[src/design/motor_overload_pkg.sv]
`default_nettype none
package motor_overload_pkg;
  // --------------------------------------------------------------------
  // Widths
  // --------------------------------------------------------------------
  localparam int ADDR_W = 8;
  localparam int DATA_W = 32;
  localparam int CUR_W  = 16;
  localparam int ACC_W  = 32;

  // --------------------------------------------------------------------
  // Register offsets (byte addresses)
  // --------------------------------------------------------------------
  localparam logic [ADDR_W-1:0] OFF_MAX_CURRENT   = 8'h00;
  localparam logic [ADDR_W-1:0] OFF_RATED_CURRENT = 8'h04;
  localparam logic [ADDR_W-1:0] OFF_PEAK_PERMILLE = 8'h08;
  localparam logic [ADDR_W-1:0] OFF_PEAK_TIME     = 8'h0C;
  localparam logic [ADDR_W-1:0] OFF_SUBMODE       = 8'h10;
  localparam logic [ADDR_W-1:0] OFF_THRESHOLD     = 8'h14;
  localparam logic [ADDR_W-1:0] OFF_ACCUM         = 8'h18;
  localparam logic [ADDR_W-1:0] OFF_APPLIED       = 8'h1C;
  localparam logic [ADDR_W-1:0] OFF_STATUS        = 8'h20;

  // --------------------------------------------------------------------
  // Fields and reset values
  // --------------------------------------------------------------------
  localparam int                CLOSED_LOOP_BIT   = 0;
  localparam logic [CUR_W-1:0]  RST_MAX_CURRENT   = 16'h0000;
  localparam logic [CUR_W-1:0]  RST_RATED_CURRENT = 16'h0000;
  localparam logic [CUR_W-1:0]  RST_PEAK_PERMILLE = 16'h0000;
  localparam logic [CUR_W-1:0]  RST_PEAK_TIME     = 16'h0000;
  localparam logic              RST_CLOSED_LOOP   = 1'b0;

  // --------------------------------------------------------------------
  // Scaling and timing
  // --------------------------------------------------------------------
  localparam logic [31:0] PERMILLE_DIV    = 32'h0000_03E8;
  localparam logic [31:0] MS_PER_S        = 32'h0000_03E8;
  localparam int          CLK_PERIOD_NS   = 10;
  localparam int          TICK_PERIOD_NS  = 1000000;
  localparam int          TICK_CYCLES_DEF = TICK_PERIOD_NS / CLK_PERIOD_NS;

  // --------------------------------------------------------------------
  // Limiter states
  // --------------------------------------------------------------------
  typedef enum logic [2:0] {
    ST_OFF   = 3'b001,
    ST_PEAK  = 3'b010,
    ST_RATED = 3'b100
  } limit_state_type;
endpackage
`default_nettype wire

[src/design/motor_overload_current_limiter.sv]
// Function
// [RL1] Rated and absolute maximum motor current are configured in milliamperes.
// [RL2] Peak current setting is tenths of a percent of the rated current.
// [RL3] Peak time allowance is configured in milliseconds.
// [RL4] Readable threshold in milliampere-seconds chooses peak or rated limit.
// [RL5] Accumulated load value is readable and compared with the threshold.
// [RL6] The currently applied current limit is readable.
// [RL7] Status reads 0 when limiting inactive, 1 when active.
// [RL8] Limiting works only with the closed-loop bit 0 of submode set.
// [RL9] Active only if peak exceeds rated and a peak time is given.
// [RL10] Load limit derives from rated current, peak current and peak time.
// [RL11] Peak allowed until load reaches limit, then limit drops to rated.
// [RL12] Applied peak current never exceeds the absolute maximum current.
// [RL13] Accumulated load carries over between episodes, so limit comes sooner.
// [RL14] Below rated current load decays; under threshold peak limit returns.
//
// Decided for this implementation: the strobed register port and the placing of the registers.
`default_nettype none
module motor_overload_current_limiter
  import motor_overload_pkg::*;
#(
  parameter int TICK_CYCLES = TICK_CYCLES_DEF
) (
  input  wire logic              clk,
  input  wire logic              rstn,
  input  wire logic              ce,
  input  wire logic [ADDR_W-1:0] addr,
  input  wire logic [DATA_W-1:0] wdata,
  input  wire logic              wr,
  input  wire logic              rd,
  input  wire logic [CUR_W-1:0]  meas_current,
  output logic      [DATA_W-1:0] rdata,
  output logic      [CUR_W-1:0]  applied_current_limit,
  output logic                   limiting_active
);

  // --------------------------------------------------------------------
  // Helpers
  // --------------------------------------------------------------------
  function automatic logic [CUR_W-1:0] clip_cur(input logic [31:0]      v,
                                                input logic [CUR_W-1:0] lim);
    clip_cur = (v > {16'h0000, lim}) ? lim : v[CUR_W-1:0];
  endfunction

  logic [CUR_W-1:0]  max_cur_q;
  logic [CUR_W-1:0]  rated_q;
  logic [CUR_W-1:0]  peak_pm_q;
  logic [CUR_W-1:0]  peak_time_allowance_q;
  logic              closed_loop_q;
  logic [CUR_W-1:0]  peak_cur_q;
  logic [CUR_W-1:0]  rated_eff_q;
  logic [ACC_W-1:0]  thermal_load_limit_q;
  logic [ACC_W-1:0]  threshold_mas_q;
  logic              enable_q;
  logic [31:0]       tick_cnt_q;
  logic              tick_q;
  logic [ACC_W-1:0]  accumulated_load_value_q;
  logic [ACC_W-1:0]  acc_d;
  limit_state_type   state_q;
  logic [31:0]       peak_raw;
  logic [CUR_W-1:0]  excess;
  logic [DATA_W-1:0] rdata_d;

  // --------------------------------------------------------------------
  // Configuration registers
  // --------------------------------------------------------------------
  always_ff @(posedge clk or negedge rstn) begin
    if (!rstn) begin
      max_cur_q             <= RST_MAX_CURRENT;
      rated_q               <= RST_RATED_CURRENT;
      peak_pm_q             <= RST_PEAK_PERMILLE;
      peak_time_allowance_q <= RST_PEAK_TIME;
      closed_loop_q         <= RST_CLOSED_LOOP;
    end else if (ce && wr) begin
      case (addr)
        OFF_MAX_CURRENT:   max_cur_q <= wdata[CUR_W-1:0];             // see [RL1]
        OFF_RATED_CURRENT: rated_q <= wdata[CUR_W-1:0];               // see [RL1]
        OFF_PEAK_PERMILLE: peak_pm_q <= wdata[CUR_W-1:0];             // see [RL2]
        OFF_PEAK_TIME:     peak_time_allowance_q <= wdata[CUR_W-1:0]; // see [RL3]
        OFF_SUBMODE:       closed_loop_q <= wdata[CLOSED_LOOP_BIT];    // see [RL8]
        default: ;
      endcase
    end
  end

  // --------------------------------------------------------------------
  // Derived limits
  // --------------------------------------------------------------------
  assign peak_raw = (32'(rated_q) * 32'(peak_pm_q)) / PERMILLE_DIV; // see [RL2]
  assign excess   = peak_cur_q - rated_eff_q;

  always_ff @(posedge clk or negedge rstn) begin
    if (!rstn) begin
      peak_cur_q           <= '0;
      rated_eff_q          <= '0;
      thermal_load_limit_q <= '0;
      threshold_mas_q      <= '0;
      enable_q             <= 1'b0;
    end else if (ce) begin
      peak_cur_q  <= clip_cur(peak_raw, max_cur_q);         // see [RL12]
      rated_eff_q <= clip_cur(32'(rated_q), max_cur_q);     // see [RL12]
      enable_q    <= closed_loop_q && (peak_cur_q > rated_eff_q)
                     && (peak_time_allowance_q != '0);      // see [RL8] [RL9]
      // Limit in mA*ms: excess current over the peak time allowance
      thermal_load_limit_q <= (peak_cur_q > rated_eff_q) ?
        32'(32'(excess) * 32'(peak_time_allowance_q)) : '0; // see [RL10]
      threshold_mas_q <= thermal_load_limit_q / MS_PER_S;   // see [RL4]
    end
  end

  // --------------------------------------------------------------------
  // Millisecond tick
  // --------------------------------------------------------------------
  always_ff @(posedge clk or negedge rstn) begin
    if (!rstn) begin
      tick_cnt_q <= '0;
      tick_q     <= 1'b0;
    end else if (ce) begin
      tick_q     <= (tick_cnt_q == 32'(TICK_CYCLES - 1));
      tick_cnt_q <= (tick_cnt_q == 32'(TICK_CYCLES - 1)) ? '0 : tick_cnt_q + 32'h1;
    end
  end

  // --------------------------------------------------------------------
  // Load accumulator, saturating at 0 and at the limit
  // --------------------------------------------------------------------
  always_comb begin
    logic [ACC_W:0] sum;
    sum   = '0;
    acc_d = accumulated_load_value_q;
    if (!enable_q) begin
      acc_d = '0;
    end else if (tick_q && meas_current > rated_eff_q) begin
      sum   = {1'b0, accumulated_load_value_q} + 33'(meas_current - rated_eff_q);
      acc_d = (sum > {1'b0, thermal_load_limit_q}) ? thermal_load_limit_q
                                                   : sum[ACC_W-1:0]; // see [RL13]
    end else if (tick_q) begin
      acc_d = (accumulated_load_value_q > 32'(rated_eff_q - meas_current)) ?
              accumulated_load_value_q - 32'(rated_eff_q - meas_current) : '0; // see [RL14]
    end
  end

  always_ff @(posedge clk or negedge rstn) begin
    if (!rstn) begin
      accumulated_load_value_q <= '0;
    end else if (ce) begin
      accumulated_load_value_q <= acc_d; // see [RL5]
    end
  end

  // --------------------------------------------------------------------
  // Limiter state
  // --------------------------------------------------------------------
  always_ff @(posedge clk or negedge rstn) begin
    if (!rstn) begin
      state_q <= ST_OFF;
    end else if (ce) begin
      if (!enable_q) begin
        state_q <= ST_OFF; // see [RL9]
      end else begin
        case (state_q)
          ST_OFF:   state_q <= ST_PEAK;
          ST_PEAK:  if (accumulated_load_value_q >= thermal_load_limit_q) begin
            state_q <= ST_RATED; // see [RL5] [RL11]
          end
          ST_RATED: if (accumulated_load_value_q < thermal_load_limit_q) begin
            state_q <= ST_PEAK; // see [RL14]
          end
          default:  state_q <= ST_OFF;
        endcase
      end
    end
  end

  // --------------------------------------------------------------------
  // Outputs to the current loop
  // --------------------------------------------------------------------
  always_ff @(posedge clk or negedge rstn) begin
    if (!rstn) begin
      applied_current_limit <= '0;
      limiting_active       <= 1'b0;
    end else if (ce) begin
      limiting_active <= (state_q != ST_OFF); // see [RL7]
      case (state_q)
        ST_RATED: applied_current_limit <= rated_eff_q; // see [RL11]
        ST_PEAK:  applied_current_limit <= peak_cur_q;  // see [RL12]
        default:  applied_current_limit <= (peak_cur_q > rated_eff_q) ? peak_cur_q
                                                                      : rated_eff_q;
      endcase
    end
  end

  // --------------------------------------------------------------------
  // Register read port
  // --------------------------------------------------------------------
  always_comb begin
    rdata_d = '0;
    case (addr)
      OFF_MAX_CURRENT:   rdata_d = 32'(max_cur_q);
      OFF_RATED_CURRENT: rdata_d = 32'(rated_q);
      OFF_PEAK_PERMILLE: rdata_d = 32'(peak_pm_q);
      OFF_PEAK_TIME:     rdata_d = 32'(peak_time_allowance_q);
      OFF_SUBMODE:       rdata_d = 32'(closed_loop_q);
      OFF_THRESHOLD:     rdata_d = threshold_mas_q;          // see [RL4]
      OFF_ACCUM:         rdata_d = accumulated_load_value_q; // see [RL5]
      OFF_APPLIED:       rdata_d = 32'(applied_current_limit); // see [RL6]
      OFF_STATUS:        rdata_d = 32'(limiting_active);     // see [RL7]
      default:           rdata_d = '0;
    endcase
  end

  always_ff @(posedge clk or negedge rstn) begin
    if (!rstn) begin
      rdata <= '0;
    end else if (ce) begin
      rdata <= rd ? rdata_d : '0;
    end
  end
endmodule
`default_nettype wire

[config.mk]
export PLATFORM = sky130hd
export DESIGN_NAME = motor_overload_current_limiter
export DESIGN_NICKNAME = d
export VERILOG_FILES = /design/src/design/motor_overload_pkg.sv /design/src/design/motor_overload_current_limiter.sv
export SDC_FILE = /design/constraint.sdc
export NUM_CORES = 2
export LEC_CHECK = 0
export ABC_AREA = 1
export BUFFER_PORTS_ARGS = -buffer_cell sky130_fd_sc_hd__buf_2
export CORE_ASPECT_RATIO = 1.2
export CORE_UTILIZATION = 40
export DETAILED_ROUTE_END_ITERATION = 10
export SETUP_SLACK_MARGIN = 0.5
export SYNTH_ARGS = -nofsm -noshare
export SYNTH_HDL_FRONTEND = slang
export SYNTH_SLANG_ARGS = --single-unit
[constraint.sdc]
create_clock -name clk -period 21.7 [get_ports clk]
set_input_delay 3.255 -clock clk [delete_from_list [all_inputs] [get_ports clk]]
set_output_delay 3.255 -clock clk [all_outputs]
set_load 0.1 [all_outputs]
==> reports/results.md <==
| Stage | Metric | Reported |
| --- | --- | --- |
| floorplanning | Height of the die | 378 um |
| setup path | Setup slack of the most critical reg-to-reg path | 2.30 ns |
| yosys | List of most frequent post-synthesis cells | nand2_1 (1,541), inv_1 (1,306), ha_1 (417) |
| layout | Nets | 7,628 |
| timing | Total negative slack | 0 ns |
| setup path | Number of cells on the critical path | 144 |
| global routing | Antenna violations before repair | 8 |
| cts | Deepest level of the CTS H-tree | 1 |
| yosys | Netlist area before placement | 0.0472 mm2 |
| yosys | Post-Syn Area per Cell | 7.02 um2 |
| yosys | Synth area leader | fa_1 |
| min path | Worst min-delay path category | reg -> reg |
| setup path | Kind of capture point of the worst setup path | flop |
| global routing | Remaining Overflow, GRT | 0 |
| run status | Outcome | completed |
| timing | Setup slack of the critical path after layout | 2.30 ns |
| setup path | Cell class contributing the biggest share of worst-path delay | simple AND/OR/NAND/NOR gates |
| yosys | Proportion of synthesized chip area in sequential cells | 14.3% |
| yosys | Top cell type's share of synthesized area | 16.7% |
| detailed routing | Vias post-DR | 42.9k |
| floorplanning | Number of placed I/O pins | 110 |
| floorplanning | Area of the core | 0.117 mm2 |
| min path | Cells on Worst Hold Path | 2 |
| yosys | Number of instances in the synthesized netlist | 6,734 |
| timing | Final Critical Period | 19.40 ns |
| floorplanning | Initial Utilization | 40.5% |
| detailed routing | Wire length per cell | 17.8 um |
| setup path | Master of the slowest instance on the critical path | fa_1 |
| cts | Cell at the root of the clock tree | clkbuf_16 |
| setup path | WP buf/inv | 16 |
| setup path | Largest stage delay, worst path | 0.58 ns |
| layout | Number of antenna cells inserted | 0 |
| yosys | Count of warnings emitted by yosys | 0 |
| detailed routing | WL final | 148,000 um |
| timing | Setup Viol. Count Final | 0 |
| timing | RSZ-0062 raised after global routing | false |
| yosys | Post-synth cell types | 81 |
| yosys | Main area contributors after synthesis | fa_1 (17%), dfrtp_1 (14%), nand2_1 (12%) |
| timing | Clk_skew | 0.0220 ns |
| cts | Latest clock arrival within the worst-skew pair | 0.62 ns |
| min path | Launch point of the worst hold path | rdata[16] |
| layout | Non-filler instance count after layout | 8,310 |
| cts | Total clock sinks | 270 |
| placed design | Routability congestion estimate from global placement | 0.975 |
| global routing | Maximum number of pins on one net before global-route repair | 83 |
| layout | Fraction of final layout cells with drive strength greater than 1 | 13.8% |
| global routing | Wire length of the first global-routing pass | 233,000 um |
| global routing | Overall track demand over capacity in global routing | 24.8% |
| setup path | Startpoint-to-endpoint class of the critical path | reg -> reg |
| placed design | Number of buffers inserted by port buffering | 93 |
| detailed routing | Drt pass-1 iters | 5 |
| timing | Max-Slew Margin vs Limit | 26.3% |
| detailed routing | Initial DRC Count | 2,748 |
| yosys | Share of synthesized registers carrying an async set or reset | 100% |
| yosys | Number of register bits inferred by synthesis | 270 |
| floorplanning | Std-Cell Rows | 137 |
| setup path | Element type at the critical path start | flop |
| yosys | Number of nets produced by synthesis | 7,605 |
| setup path | Worst endpoint required time | 22.19 ns |
| setup path | Startpoint of the worst-slack reg-to-reg timing path | peak_pm_q[3] |
| timing | Final critical-path share of the clock period | 89.4% |
| yosys | Most used flip-flop cell after synthesis | dfrtp_1 |
| cts | Clock tree buffer depth | 3 |
| timing | Fmax achieved | 0.0515 GHz |
| timing | Final hold violation count | 0 |
| cts | Hold buffer count at CTS | 0 |
| detailed routing | Residual DRC count | 0 |
| layout | Area Growth Syn to Fin | 7.78% |
| detailed routing | Via-per-instance ratio | 5.16 |
| placed design | Placed wire-length estimate | 122,000 um |
| detailed routing | Antenna Violating Nets Remaining | 0 |
| setup path | Reg2Reg Depth | 144 |
| floorplanning | Die X | 316 um |
| yosys | Most frequently used cell type in the post-synthesis netlist | nand2_1 |
| timing | Measured slew at the worst slew-check pin | 1.10 ns |
| setup path | Most common cell on crit path | nand2_1 |
| placed design | Number of cells after detailed placement | 8,219 |
| cts | Num CTS Buffers | 30 |
| flow run | Number of max-capacitance violations reported | 0 |
| yosys | Count of flip-flops with a built-in enable after synthesis | 0 |
| cts | Clock tree from TritonCTS | done |
| floorplanning | Area enclosed by the die boundary | 0.120 mm2 |
| cts | CTS clk-pin slew, worst paths | 0.06 ns |
| global routing | Number of global-route vias before repair | 42.4k |
| setup path | Beginning of the critical path | peak_pm_q[3] |
| setup path | Maximum fanout encountered on the critical timing path | 10 |
| setup path | Arrival time of the worst setup path | 19.89 ns |
| placed design | Placement Setup Slack | 0.834 ns |
| timing | Final count of pins violating max slew | 0 |
-- cells by family (layout without fill, tap and decap cells) --
logic type,Yosys count,after routing,synth area share [%]
flip-flops,270,270,14.3
adder cells (fa/ha/maj),810,810,27.7
AO/OA/AOI/OAI,994,994,12.4
AND/OR/NAND/NOR,2867,2867,29.1
buffers and inverters,1607,1654,13.0
XOR/XNOR,186,186,3.48
-- registers in the layout, summed over array words and instances (netlist names), 3 cells and up --
signal and flops:
rated_q 16, peak_pm_q 16, peak_time_allowance_q 16, thermal_load_limit_q 32, rdata 32, peak_cur_q 16
threshold_mas_q 23, accumulated_load_value_q 32, applied_current_limit 16, max_cur_q 16, rated_eff_q 16, state_q 3
tick_cnt_q 32
-- final timing paths --
path | to
max | peak_cur_q[8]
min | rdata[16]
max reg2reg | peak_cur_q[8]
min reg2reg | rdata[16]
max in group asynchronous | rated_q[6]
min in group asynchronous | tick_cnt_q[9]
-- metrics by stage --
stage          hold WS (ns)  area, um2  util (%)
2_1_floorplan         0.454      47200         -
3_3_place_gp          0.457      49300      42.2
3_5_place_dp          0.463      49300      42.2
4_1_cts               0.480      50400      43.2
5_1_grt               0.499      50900      43.6
6_report              0.474      50900      43.6
-- layer usage --
metal,share of wire (%),global-route usage (%)
met1,40,29.6
met2,49,44.6
met3,4.6,1.83
met4,5.6,12.1
met5,0.036,0
-- final cells by class --
cell class	instances	area [um2]
inverter	1418	5430
multi-input combinational	4857	34500
tap	1529	1910
sequential	270	6820
timing repair inverter	3	22.5
clock buffer	40	880
fill	12000	65800
clock inverter	16	216
timing repair buffer	177	1160
-- cell usage in the layout, fill, tap and decap left out, types with 36 or more instances in the layout --
cell type	synthesis	layout
a21oi_1	279	277
buf_2	0	91
buf_4	1	80
dfrtp_1	269	241
fa_1	393	393
ha_1	417	416
inv_1	1306	1304
inv_2	74	74
nand2_1	1541	1539
nand2_2	227	228
nand2_4	73	74
nand3_1	341	340
nand3_2	68	67
nand4_1	51	51
nor2_1	337	336
nor2_2	67	65
o21ai_0	353	351
o21ai_1	60	59
o22ai_1	59	59
xnor2_1	37	36
xor2_1	147	147
-- worst min-delay path, cell delays in order, from the launching register on --
cell and delay (ns):
dfrtp_1 0.34, nand2_1 0.05, nand2_1 0.05
-- repair_timing --
action | in CTS | in global routing
setup buffers | 0 | 32
endpoints found under the setup margin | 0 | 16
hold endpoints to repair | 0 | 0
gates resized for setup | 0 | 68
Power is not shown: default switching activity piles up to over one toggle a cycle in this logic, so the estimate is an artifact.
